### config.mk
export PLATFORM = sky130hd
export DESIGN_NAME = blc_regs
export DESIGN_NICKNAME = d
export VERILOG_FILES = /design/src/logic/blc_pkg.sv /design/src/logic/blc_regs.sv
export SDC_FILE = /design/constraint.sdc
export NUM_CORES = 1
export LEC_CHECK = 0
export ABC_AREA = 1
export BUFFER_PORTS_ARGS = -buffer_cell sky130_fd_sc_hd__buf_4
export CORE_MARGIN = 4
export CORE_UTILIZATION = 30
export DETAILED_ROUTE_END_ITERATION = 12
export PLACE_DENSITY = 0.51
export SLEW_MARGIN = 20
export SYNTH_ARGS = -nofsm -noshare
export SYNTH_HDL_FRONTEND = slang
export SYNTH_SLANG_ARGS = --single-unit
export TNS_END_PERCENT = 100
### constraint.sdc
create_clock -name i_clk -period 12.24 [get_ports i_clk]
set_clock_uncertainty 0.05 [all_clocks]
set_input_delay 1.224 -clock i_clk [delete_from_list [all_inputs] [get_ports i_clk]]
set_output_delay 1.224 -clock i_clk [all_outputs]
set_load 0.05 [all_outputs]
### src/logic/blc_pkg.sv
// constants and carrier types for the backlight control and status registers
`default_nettype none
package blc_pkg;
	// register offsets
	localparam logic [7:0] REG_BRIGHT = 8'h00;
	localparam logic [7:0] REG_CTRL = 8'h01;
	localparam logic [7:0] REG_STAT = 8'h02;
	localparam logic [7:0] REG_ID = 8'h03;
	// reset values
	localparam logic [7:0] BRIGHT_RST = 8'hFF;
	localparam logic [7:0] CTRL_RST = 8'h00;
	localparam logic [7:0] STAT_RST = 8'h00;
	localparam logic [7:0] RDATA_NONE = 8'h00;
	// control bit positions
	localparam int CTRL_ON_BIT = 0;
	localparam int CTRL_SEL_BIT = 1;
	localparam int CTRL_MD_BIT = 2;
	// status bit positions
	localparam int ST_FAULT_BIT = 0;
	localparam int ST_THERM_BIT = 1;
	localparam int ST_OVC_BIT = 2;
	localparam int ST_ON_BIT = 3;
	localparam int ST_ONE_BIT = 4;
	localparam int ST_TWO_BIT = 5;
	// identification layout
	localparam logic ID_PANEL = 1'b1;
	// brightness scale
	localparam logic [7:0] DUTY_FULL = 8'hFF;
	localparam logic [7:0] STEPS_LAST = 8'hFE;
	// turn-on time
	localparam int CLK_HZ = 50_000_000;
	localparam int ON_TIME_US = 4000;
	localparam int ON_CYC = ON_TIME_US * (CLK_HZ / 1_000_000);
	localparam int NUM_CH = 8;
	typedef enum logic [1:0] {
		BLC_MODE_EXT = 2'b00,
		BLC_MODE_ABS = 2'b01,
		BLC_MODE_SCALED = 2'b10
	} blc_mode_e;
	typedef enum logic [1:0] {
		BLC_ST_OFF = 2'b00,
		BLC_ST_RAMP = 2'b01,
		BLC_ST_LIT = 2'b10
	} blc_state_e;
	typedef struct packed {
		logic md;
		logic sel;
		logic on;
	} blc_ctrl_s;
	typedef struct packed {
		logic supply_ok;
		logic thermal;
		logic overcurrent;
		logic [NUM_CH-1:0] chan;
	} blc_fault_s;
endpackage : blc_pkg
`default_nettype wire

### src/logic/blc_regs.sv
// backlight control, dimming mix and fault/status register set
//
// Behaviour
// RL1: source select 1 lets the external dimming input drive PWM, ignoring interpretation.
// RL2: select 0, interpretation 1: PWM duty comes straight from programmed brightness.
// RL3: both 0: duty is brightness times external duty fraction, internal frequency.
// RL4: reserved control bits read zero and ignore writes.
// RL5: defined control bits read back their latched value.
// RL6: writing on bit 1 lights backlight within 4 ms; flag set, mask nonzero.
// RL7: writing on bit 0 turns backlight off at once; flag and mask read 0.
// RL8: SMBus mode reads last written brightness; external mode reads effective value.
// RL9: scaled mode reads back the last written brightness, not the product.
// RL10: entering SMBus mode keeps brightness; other modes change it to suit; code reloads it with the effective level when going from external to absolute.
// RL11: control register resets to 0x00: off, SMBus control, percentage mode.
// RL12: status bit 3 shows the backlight on flag.
// RL13: status bit 0 is OR of fault conditions; on flag never sets it.
// RL14: bit 4 means one or more channels down, bit 5 two or more.
// RL15: bit 2 shows input overcurrent, bit 1 thermal shutdown, live.
// RL16: summary fault is sticky; cleared by on toggle or write low; resets.
// RL17: an on command followed at once by off reports no fault.
// RL18: loss of backlight supply sets no fault indication.
// RL19: status resets to 0x00; only bit 0 writable (clear); reserved read 0.
// RL20: identification holds 1 in bit 7, maker code 6:3, revision 2:0.
// RL21: revision field starts at 0 and counts up per release.
// RL22: brightness register is 8-bit read/write, 256 duty steps.
// RL23: brightness writes take effect only in SMBus control; resets to 0xFF.
// RL24: channel readback shows 0 for disabled or faulted channels; re-enable retries.
`timescale 1ns/1ns
`default_nettype none
module blc_regs #(
	parameter int ON_CYC = blc_pkg::ON_CYC,
	parameter int SAMPLE_DIV = 1000,
	parameter int DIM_DIV = 8,
	// arbitrary neutral code
	parameter logic [3:0] MAKER_CODE = 4'h5,
	parameter logic [2:0] SILICON_REV = 3'h0
) (
	input wire logic i_clk,
	input wire logic i_rstn,
	input wire logic i_wr_stb,
	input wire logic i_rd_stb,
	input wire logic [7:0] i_addr,
	input wire logic [7:0] i_wdata,
	output logic [7:0] o_rdata,
	output logic o_rd_ack,
	input wire logic i_external_dimming_input,
	input wire blc_pkg::blc_fault_s i_faults,
	input wire logic [blc_pkg::NUM_CH-1:0] i_chan_mask,
	output logic o_pwm,
	output logic o_bl_enable,
	output logic [blc_pkg::NUM_CH-1:0] o_chan_readback
);

	localparam int ON_W = $clog2(ON_CYC + 1);

	function automatic logic hit(input logic [7:0] a, input logic [7:0] off);
		hit = (a == off);
	endfunction : hit

	function automatic blc_pkg::blc_mode_e dim_mode(input blc_pkg::blc_ctrl_s c);
		if (c.sel) begin
			dim_mode = blc_pkg::BLC_MODE_EXT;
		end else if (c.md) begin
			dim_mode = blc_pkg::BLC_MODE_ABS;
		end else begin
			dim_mode = blc_pkg::BLC_MODE_SCALED;
		end
	endfunction : dim_mode

	function automatic logic two_or_more(input logic [blc_pkg::NUM_CH-1:0] v);
		logic [3:0] n;
		n = 4'h0;
		for (int k = 0; k < blc_pkg::NUM_CH; k++) begin
			n = n + {3'h0, v[k]};
		end
		two_or_more = (n > 4'h1);
	endfunction : two_or_more

	// pin synchronisers
	logic dim_s1_r;
	logic dim_s2_r;
	blc_pkg::blc_fault_s flt_s1_r;
	blc_pkg::blc_fault_s flt_s2_r;

	always_ff @(posedge i_clk or negedge i_rstn) begin
		if (!i_rstn) begin
			dim_s1_r <= 1'b0;
			dim_s2_r <= 1'b0;
			flt_s1_r <= '0;
			flt_s2_r <= '0;
		end else begin
			dim_s1_r <= i_external_dimming_input;
			dim_s2_r <= dim_s1_r;
			flt_s1_r <= i_faults;
			flt_s2_r <= flt_s1_r;
		end
	end

	blc_pkg::blc_ctrl_s ctrl_r;
	blc_pkg::blc_ctrl_s ctrl_nxt;
	logic [7:0] bright_r;
	logic [7:0] ext_duty_r;
	logic fault_r;
	blc_pkg::blc_state_e state_r;
	blc_pkg::blc_state_e state_nxt;
	logic [ON_W-1:0] on_cnt_r;

	logic wr_ctrl;
	logic wr_bright;
	logic wr_stat;
	logic on_toggle;
	blc_pkg::blc_mode_e mode_cur;
	blc_pkg::blc_mode_e mode_new;

	assign wr_ctrl = i_wr_stb && hit(i_addr, blc_pkg::REG_CTRL);
	assign wr_bright = i_wr_stb && hit(i_addr, blc_pkg::REG_BRIGHT);
	assign wr_stat = i_wr_stb && hit(i_addr, blc_pkg::REG_STAT);
	assign mode_cur = dim_mode(ctrl_r);
	assign mode_new = dim_mode(ctrl_nxt);
	assign on_toggle = wr_ctrl && (ctrl_nxt.on != ctrl_r.on);

	// RL4 reserved bits dropped
	always_comb begin
		ctrl_nxt = ctrl_r;
		if (wr_ctrl) begin
			ctrl_nxt.on = i_wdata[blc_pkg::CTRL_ON_BIT];
			ctrl_nxt.sel = i_wdata[blc_pkg::CTRL_SEL_BIT];
			ctrl_nxt.md = i_wdata[blc_pkg::CTRL_MD_BIT];
		end
	end

	// RL11 control reset value
	always_ff @(posedge i_clk or negedge i_rstn) begin
		if (!i_rstn) begin
			ctrl_r <= blc_pkg::CTRL_RST[2:0];
		end else begin
			ctrl_r <= ctrl_nxt;
		end
	end

	// external duty measured by sampling: one window is 255 samples,
	// so the count maps onto the 0..255 brightness scale without a divider
	logic [15:0] samp_cnt_r;
	logic [7:0] win_cnt_r;
	logic [7:0] high_cnt_r;
	logic samp_tick;

	assign samp_tick = (samp_cnt_r == 16'(SAMPLE_DIV - 1));

	always_ff @(posedge i_clk or negedge i_rstn) begin
		if (!i_rstn) begin
			samp_cnt_r <= 16'h0000;
		end else if (samp_tick) begin
			samp_cnt_r <= 16'h0000;
		end else begin
			samp_cnt_r <= samp_cnt_r + 16'h0001;
		end
	end

	always_ff @(posedge i_clk or negedge i_rstn) begin
		if (!i_rstn) begin
			win_cnt_r <= 8'h00;
			high_cnt_r <= 8'h00;
			ext_duty_r <= blc_pkg::DUTY_FULL;
		end else if (samp_tick) begin
			if (win_cnt_r == blc_pkg::STEPS_LAST) begin
				win_cnt_r <= 8'h00;
				high_cnt_r <= 8'h00;
				ext_duty_r <= high_cnt_r + {7'h00, dim_s2_r};
			end else begin
				win_cnt_r <= win_cnt_r + 8'h01;
				high_cnt_r <= high_cnt_r + {7'h00, dim_s2_r};
			end
		end
	end

	// RL22 full 8-bit brightness
	// RL23 writes only under SMBus control
	// RL10 leaving external for absolute mode loads the effective level
	always_ff @(posedge i_clk or negedge i_rstn) begin
		if (!i_rstn) begin
			bright_r <= blc_pkg::BRIGHT_RST;
		end else if (wr_bright && (mode_cur != blc_pkg::BLC_MODE_EXT)) begin
			bright_r <= i_wdata;
		end else if (wr_ctrl && (mode_cur == blc_pkg::BLC_MODE_EXT)
				&& (mode_new == blc_pkg::BLC_MODE_ABS)) begin
			bright_r <= ext_duty_r;
		end
	end

	// RL3 product rounded so full times full stays full
	logic [15:0] prod;
	logic [7:0] scaled;
	logic [7:0] duty;

	assign prod = 16'(bright_r) * 16'(ext_duty_r) + 16'(bright_r);
	assign scaled = prod[15:8];

	// RL2 absolute duty
	always_comb begin
		case (mode_cur)
			blc_pkg::BLC_MODE_ABS: duty = bright_r;
			blc_pkg::BLC_MODE_SCALED: duty = scaled;
			default: duty = ext_duty_r;
		endcase
	end

	// internal dimming ramp, period of 255 steps
	logic [15:0] div_cnt_r;
	logic [7:0] ramp_r;
	logic div_tick;

	assign div_tick = (div_cnt_r == 16'(DIM_DIV - 1));

	always_ff @(posedge i_clk or negedge i_rstn) begin
		if (!i_rstn) begin
			div_cnt_r <= 16'h0000;
			ramp_r <= 8'h00;
		end else if (div_tick) begin
			div_cnt_r <= 16'h0000;
			if (ramp_r == blc_pkg::STEPS_LAST) begin
				ramp_r <= 8'h00;
			end else begin
				ramp_r <= ramp_r + 8'h01;
			end
		end else begin
			div_cnt_r <= div_cnt_r + 16'h0001;
		end
	end

	// on sequencing
	logic on_done;
	assign on_done = (on_cnt_r == ON_W'(ON_CYC - 1));

	// RL6 lit after the turn-on count
	// RL7 off straight from the write
	always_comb begin
		state_nxt = state_r;
		case (state_r)
			blc_pkg::BLC_ST_OFF: begin
				if (ctrl_nxt.on) begin
					state_nxt = blc_pkg::BLC_ST_RAMP;
				end
			end
			blc_pkg::BLC_ST_RAMP: begin
				if (!ctrl_nxt.on) begin
					state_nxt = blc_pkg::BLC_ST_OFF;
				end else if (on_done) begin
					state_nxt = blc_pkg::BLC_ST_LIT;
				end
			end
			blc_pkg::BLC_ST_LIT: begin
				if (!ctrl_nxt.on) begin
					state_nxt = blc_pkg::BLC_ST_OFF;
				end
			end
			default: state_nxt = blc_pkg::BLC_ST_OFF;
		endcase
	end

	always_ff @(posedge i_clk or negedge i_rstn) begin
		if (!i_rstn) begin
			state_r <= blc_pkg::BLC_ST_OFF;
			on_cnt_r <= '0;
		end else begin
			state_r <= state_nxt;
			if (state_nxt == blc_pkg::BLC_ST_RAMP) begin
				on_cnt_r <= on_cnt_r + ON_W'(1);
			end else begin
				on_cnt_r <= '0;
			end
		end
	end

	logic lit;
	logic lit_nxt;
	assign lit = (state_r == blc_pkg::BLC_ST_LIT);
	assign lit_nxt = (state_nxt == blc_pkg::BLC_ST_LIT);

	// RL1 external input drives output directly
	always_ff @(posedge i_clk or negedge i_rstn) begin
		if (!i_rstn) begin
			o_pwm <= 1'b0;
			o_bl_enable <= 1'b0;
		end else begin
			o_bl_enable <= lit_nxt;
			if (!lit_nxt) begin
				o_pwm <= 1'b0;
			end else if (mode_new == blc_pkg::BLC_MODE_EXT) begin
				o_pwm <= dim_s2_r;
			end else begin
				o_pwm <= (ramp_r < duty) || (duty == blc_pkg::DUTY_FULL);
			end
		end
	end

	// fault conditions, all dropped while the supply is absent
	logic therm_live;
	logic ovc_live;
	logic one_live;
	logic two_live;
	logic [blc_pkg::NUM_CH-1:0] chan_live;

	// RL18 supply loss masks faults
	// RL17 channel faults only once lit
	assign chan_live = (flt_s2_r.supply_ok && lit) ? flt_s2_r.chan : '0;
	// RL15 live overcurrent and thermal
	assign therm_live = flt_s2_r.supply_ok && flt_s2_r.thermal;
	assign ovc_live = flt_s2_r.supply_ok && flt_s2_r.overcurrent;
	// RL14 one or two channels down
	assign one_live = |chan_live;
	assign two_live = two_or_more(chan_live);

	// RL13 summary OR without on flag
	// RL16 sticky, set beats clear
	always_ff @(posedge i_clk or negedge i_rstn) begin
		if (!i_rstn) begin
			fault_r <= blc_pkg::STAT_RST[blc_pkg::ST_FAULT_BIT];
		end else if (therm_live || ovc_live || one_live || two_live) begin
			fault_r <= 1'b1;
		end else if (on_toggle || (wr_stat && !i_wdata[blc_pkg::ST_FAULT_BIT])) begin
			fault_r <= 1'b0;
		end
	end

	// RL24 disabled or faulted channels read 0
	// RL7 mask reads 0 while off
	always_ff @(posedge i_clk or negedge i_rstn) begin
		if (!i_rstn) begin
			o_chan_readback <= '0;
		end else if (lit_nxt) begin
			o_chan_readback <= i_chan_mask & ~chan_live;
		end else begin
			o_chan_readback <= '0;
		end
	end

	// status view
	logic [7:0] stat_view;
	// RL19 reserved status bits zero
	// RL12 on flag in bit 3
	always_comb begin
		stat_view = blc_pkg::STAT_RST;
		stat_view[blc_pkg::ST_FAULT_BIT] = fault_r;
		stat_view[blc_pkg::ST_THERM_BIT] = therm_live;
		stat_view[blc_pkg::ST_OVC_BIT] = ovc_live;
		stat_view[blc_pkg::ST_ON_BIT] = lit;
		stat_view[blc_pkg::ST_ONE_BIT] = one_live;
		stat_view[blc_pkg::ST_TWO_BIT] = two_live;
	end

	logic [7:0] ctrl_view;
	// RL5 latched control bits read back
	always_comb begin
		ctrl_view = blc_pkg::CTRL_RST;
		ctrl_view[blc_pkg::CTRL_ON_BIT] = ctrl_r.on;
		ctrl_view[blc_pkg::CTRL_SEL_BIT] = ctrl_r.sel;
		ctrl_view[blc_pkg::CTRL_MD_BIT] = ctrl_r.md;
	end

	logic [7:0] rd_mux;
	always_comb begin
		if (hit(i_addr, blc_pkg::REG_BRIGHT)) begin
			// RL8 external mode shows effective level
			// RL9 scaled mode shows written value
			if (mode_cur == blc_pkg::BLC_MODE_EXT) begin
				rd_mux = ext_duty_r;
			end else begin
				rd_mux = bright_r;
			end
		end else if (hit(i_addr, blc_pkg::REG_CTRL)) begin
			rd_mux = ctrl_view;
		end else if (hit(i_addr, blc_pkg::REG_STAT)) begin
			rd_mux = stat_view;
		end else if (hit(i_addr, blc_pkg::REG_ID)) begin
			// RL20 fixed identification layout
			// RL21 revision from parameter
			rd_mux = {blc_pkg::ID_PANEL, MAKER_CODE, SILICON_REV};
		end else begin
			rd_mux = blc_pkg::RDATA_NONE;
		end
	end

	always_ff @(posedge i_clk or negedge i_rstn) begin
		if (!i_rstn) begin
			o_rdata <= blc_pkg::RDATA_NONE;
			o_rd_ack <= 1'b0;
		end else begin
			o_rd_ack <= i_rd_stb;
			if (i_rd_stb) begin
				o_rdata <= rd_mux;
			end
		end
	end

endmodule : blc_regs
`default_nettype wire

==> flow_metrics.tcl, run 1 <==
set metrics [dict create \
    status "completed" \
    worstPathArrival_ps 5500 \
    drc 0 \
    r2r_start "bright_r[2]" \
    antenna_found_initial 0 \
    min_from "flt_s1_r[3]" \
    synth_edf_count 0 \
    place_hpwl_um 16390 \
    ys_seq_area_frac 0.3831 \
    cts_tree "yes" \
    final_util 0.3552 \
    hold_viol 0 \
    leakage_nw 5.578 \
    dpl_cell_area_um2 9966 \
    p_total_w 0.001050 \
    setup_violations 0 \
    required_ps 12570 \
    worstPathMaxFanout 11 \
    postCtsSetupRepairBufs 0 \
    synth_top_family_by_area "simple AND/OR/NAND/NOR gates" \
    cts_resized 0 \
    synth_mux_area_frac 0 \
    synth_fp_nets 1260 \
    grt_pass1_wl_um 36210 \
    pwr_density_cell_nw_per_um2 99.20 \
    final.setup.tns_ps 0 \
    synth_xor_area_frac 0.02781 \
    diodes 0 \
    hp-class "reg -> reg" \
    avgSynthCellArea_um2 8.147 \
    cts_num_sinks 139 \
    fin_crit_sh 0.4231 \
    pre_cts_ws_ps 7070 \
    grt_max_degree 85 \
    fp.dieArea_um2 33300 \
    row_count 63 \
    htreeDepth 4 \
    irDropWorstVdd_uv 80.21 \
    drt-vias-per-instance 4.477 \
    endpoint_kind "flip-flop" \
    min_period_ps 5178 \
    fmaxAchievable_ghz 0.1931 \
    clockRootBuffer "clkbuf_16" \
    grt_use_total 0.1337 \
    synth_compound_area_frac 0.07535 \
    grt-ovfl-total 0 \
    initial_core_util 0.3065 \
    final_nets 1315 \
    drive_gt1_frac 0.1177 \
    rr_worst_depth 25 \
    path_clk_slew_ps 70 \
    whs_path_depth 0 \
    synth-seq-cells 139 \
    yosys.area_share.simple 0.2278 \
    cts-hold-fix-buffers 0 \
    final_common_cell "nand2_1" \
    io_pins 59 \
    fillers 3118 \
    critical_path_class "reg -> reg" \
    wire_per_inst_um 13.38 \
    async_flop_share 1.000 \
    clk_latency_ps 440 \
    final_cell_mix "nand2_1 (260), inv_1 (234), dfrtp_1 (123)" \
    place.gp.congestion 0.8577 \
    die_w_um 182.5 \
    antenna_left 0 \
    start_kind "flip-flop" \
    setup_ws_ps 7062 \
    syn_to_final_growth_pct 15.88 \
    drt_iter0_drc 405 \
    synth.distinct_cells 50 \
    drv_cap 0 \
    synth_ff_type "dfrtp_1" \
    synthAdderAreaFrac 0.1743 \
    synthCells 1121 \
    drtPass1Iterations 5 \
    rsz0062_at_grt "false" \
    coreArea_um2 29800 \
    syn_area_um2 9133 \
    max-slew-margin-rel 0.4685 \
    numCtsBuffers 17 \
    finalInstanceArea_um2 10580 \
    via_count 7069 \
    yosysWarnings 0 \
    die_y_um 182.5 \
    numPortBuffers 58 \
    startpoint "bright_r[2]" \
    wirelength_um 21130 \
    grt_pass1_vias 7159 \
    finalMaxSlewViolations 0 \
    worstMarginPinSlew_ps 794.3 \
    cts_max_path_buffers 2 \
]
-- critical path: stages (launching register included) --
cell and delay [ps]:
dfstp_2 680, nand2_1 90, inv_1 80, fa_1 450
fa_1 540, fa_1 550, inv_1 50, fa_1 530
inv_1 40, ha_1 340, a21oi_1 260, o21bai_1 120
a21oi_1 170, nand2_1 70, nand2_1 60, nand3_1 60
nand2_1 120, inv_1 50, ha_1 280, nand2_1 90
nor2_1 50, a211oi_1 170, nand2_1 80, nand3_1 70
nand2_1 50, inv_1 40
-- report_power, final --
group | internal, W | total (W) | switching [W]
clock | 0.000278 | 0.000530 | 0.000251
sequential | 0.000467 | 0.000472 | 0.00000522
combinational | 0.0000171 | 0.0000484 | 0.0000314
-- cells in the mapped netlist (4+ instances only) --
master    count  area [um2]
dfstp_2      16       420.4
a21oi_1      39       195.2
a31oi_1       9       56.30
nor3_1       15       75.07
o221ai_1      6       52.55
inv_2         5       18.77
nor4_2        4       50.05
inv_1       234       878.3
nor4_1        7       43.79
nand3b_1      5       37.54
xnor2_1       8       70.07
clkbuf_1     18       67.56
xor2_1       21       183.9
nand2_1     260       975.9
fa_1         47       940.9
dfrtp_1     123        3078
nand4_1      20       125.1
ha_1         52       650.6
o21ai_0      43       215.2
nand3_1      47       235.2
nor2_1       94       352.8
-- area by class of cell --
| cell class | count | area (um2) | area share |
|---|---|---|---|
| Clock buffer | 17 | 425.4 | 0.04020 |
| Tap cell | 390 | 488.0 | 0.04611 |
| Multi-Input combinational cell | 716 | 4621 | 0.4366 |
| Inverter | 242 | 910.9 | 0.08607 |
| Timing Repair Buffer | 60 | 454.2 | 0.04292 |
| Sequential cell | 139 | 3498 | 0.3306 |
| Clock inverter | 15 | 185.2 | 0.01750 |
-- layer usage --
layer,GRT usage,up-vias,part of all wire
li1,-,3590,-
met1,0.1906,3368,0.49
met2,0.2116,87,0.47
met3,0.02013,24,0.028
met4,0.03843,0,0.015
met5,0,-,0
-- kinds of logic after synthesis --
kind of cell	after synthesis
adder cells (fa/ha/maj)	99
XOR/XNOR	29
buffers and inverters	266
AO/OA/AOI/OAI	116
AND/OR/NAND/NOR	472
flip-flops	139
-- sequential cells by signal, indices dropped and copies added (netlist names), 2 cells and up --
| register | flops |
|---|---|
| o_rdata | 8 |
| ramp_r | 8 |
| ctrl_r | 3 |
| flt_s2_r | 11 |
| on_cnt_r | 18 |
| state_r | 2 |
| div_cnt_r | 16 |
| o_chan_readback | 8 |
| flt_s1_r | 11 |
| win_cnt_r | 8 |
| samp_cnt_r | 16 |
| high_cnt_r | 8 |
| ext_duty_r | 8 |
| bright_r | 8 |
-- path summary, 6_finish.rpt --
path	slack, ps	to
worst min register to register	300	flt_s2_r[3]
min in group asynchronous	800	flt_s1_r[6]
worst min-delay path	300	flt_s2_r[3]
max in group asynchronous	10090	on_cnt_r[10]
worst max register to register	7060	o_pwm
worst max-delay path	7060	o_pwm
-- metrics by stage --
stage	hold WS (ps)	cells
final	297.7	1579
after CTS	296.4	1579
after floorplan	281.2	1121
after global routing	295.6	1579
after global placement	284.1	1547
after detailed placement	284.7	1547
Power figures use the tool's default switching activity.
==> run 2, diff against run 1 <==
- PLACE_DENSITY: 0.51 -> 0.53
- clock period: 12.24 -> 4.3 ns (I/O delays scaled with it)
==> flow_metrics.tcl, run 2 (synthesis gave the netlist of run 1 again) <==
set metrics [dict create \
    status "finished, violations left" \
    violations "negative setup slack" \
    endpoint_kind "flip-flop" \
    initial_core_util 0.3065 \
    die_w_um 182.5 \
    p_clk_frac 0.503 \
    antenna_left 0 \
    grt_max_degree 103 \
    place_hpwl_um 16690 \
    p_comb_frac 0.049 \
    cts_num_sinks 139 \
    final.setup.tns_ps -615.8 \
    crit_family "adder cells" \
    rsz0062_at_grt "true" \
    wire_per_inst_um 13.15 \
    drtPass1Iterations 7 \
    p_total_w 0.002994 \
    power_frac_seq 0.448 \
    irDropWorstVdd_uv 244.5 \
    hp-class "in -> async" \
    path_clk_slew_ps 80 \
    leakage_nw 5.895 \
    pwr_density_cell_nw_per_um2 267.1 \
    via_count 7218 \
    drt-vias-per-instance 4.420 \
    drt_iter0_drc 452 \
    io_pins 59 \
    finalInstanceArea_um2 11210 \
    fp.dieArea_um2 33300 \
    row_count 63 \
    final_common_cell "nand2_1" \
    worstPathArrival_ps 5230 \
    place.gp.congestion 0.8482 \
    critical_path_class "reg -> reg" \
    worstMarginPinSlew_ps 1105 \
    drv_cap 0 \
    syn_to_final_growth_pct 22.76 \
    worstPathMaxFanout 6 \
    drc 0 \
    p_int_w 0.002176 \
    die_y_um 182.5 \
    diodes 0 \
    instances_no_fill 1633 \
    grt-ovfl-total 0 \
    max-slew-margin-rel 0.2565 \
    htreeDepth 4 \
    clockRootBuffer "clkbuf_16" \
    cts_max_path_buffers 2 \
    cp_slowest_cell "dfstp_2" \
    numPortBuffers 58 \
    final_cell_mix "nand2_1 (246), inv_1 (224), dfrtp_1 (123)" \
    numCtsBuffers 17 \
    final_nets 1369 \
    hold_viol 0 \
    grt_pass1_vias 7370 \
    max_flop_register "on_cnt_r" \
    r2r_start "bright_r[4]" \
    fmaxAchievable_ghz 0.2034 \
    power.net_switching_w 0.0008177 \
    grt_use_total 0.1330 \
    min_period_ps 4916 \
    cts_tree "yes" \
    setup_ws_ps -615.8 \
    critPathMaxStageDelay_ps 620 \
    switching_share 0.2731 \
    drive_gt1_frac 0.1874 \
    clk_latency_ps 430 \
    cp_num_buf_inv 5 \
    fin_crit_sh 1.143 \
    required_ps 4620 \
    startpoint "bright_r[4]" \
    grt_pass1_wl_um 36060 \
    start_kind "flip-flop" \
    cts-hold-fix-buffers 0 \
    setup_violations 1 \
    wirelength_um 21480 \
    largestRegisters "on_cnt_r: 18 flops, div_cnt_r: 16 flops, samp_cnt_r: 16 flops" \
    coreArea_um2 29800 \
    finalMaxSlewViolations 0 \
    largest_register_ffs 18 \
    antenna_found_initial 0 \
    critical_path.most_common_cell "nand2_1" \
    dpl_cell_area_um2 10420 \
    post-place-cells 1593 \
]
[run 2: cell types whose count changed in the layout (fill, tap and decap cells not counted), moves of 2 or more]
cell	before	now
a21oi_1	39	35
a21oi_2	0	3
buf_12	0	3
buf_4	59	110
clkinv_4	0	2
ha_1	52	45
ha_4	0	7
inv_1	234	224
inv_2	5	14
nand2_1	260	246
nand2_2	1	11
nand2_4	2	6
[run 2: power by group through the flow]
stage	logic, W	clock network (W)	registers (W)
global placement	0.000146	0	0.00137
floorplan	0.0000573	0	0.00137
detailed placement	0.000147	0	0.00137
finish	0.000148	0.00150	0.00134
CTS	0.000148	0.00155	0.00134
global route	0.000167	0.00161	0.00134
[run 2: what timing repair did]
| item | in CTS | in global routing |
|---|---|---|
| resized for setup | 0 | 27 |
| buffers inserted | 4 | 4 |
| pin swaps | 1 | 16 |
| endpoints found under the setup margin | 1 | 2 |
[run 2: path summary, 6_finish.rpt]
kind	endpoint	slack (ps)	depth (start not counted)
min	flt_s2_r[6]	40	1
max reg2reg	o_pwm	-620	26
max in group asynchronous	ext_duty_r[4]	3040	2
max	o_pwm	-620	26
min reg2reg	flt_s2_r[10]	300	0
min in group i_clk	flt_s1_r[6]	50	1
[run 2: stage by stage]
| step | hold slack [ps] | util | worst slack, ps |
|---|---|---|---|
| after detailed placement | 284.7 | 0.3497 | -615.6 |
| after global placement | 281.7 | 0.3497 | -601.9 |
| after global routing | 17.76 | 0.3762 | -848.6 |
| after CTS | 29.52 | 0.3714 | -616.1 |
| after floorplan | 84.41 | - | -295.3 |
| final | 40.44 | 0.3762 | -615.8 |
[run 2: layout make-up]
class                   count  area (um2)
clock buffers              17       425.4
clock inverters            15       191.4
fillers                  3068       18590
inverters                 242       913.4
multi-input cells         716        4797
flip-flops and latches    139        3498
well taps                 390       488.0
repair buffers            114       897.1
[run 2: metal layers]
metal,part of all wire,up-vias,track usage
met5,0,-,0
met4,0.016,0,0.03813
met3,0.028,26,0.02173
met2,0.48,85,0.2242
met1,0.47,3408,0.1768
li1,-,3699,-
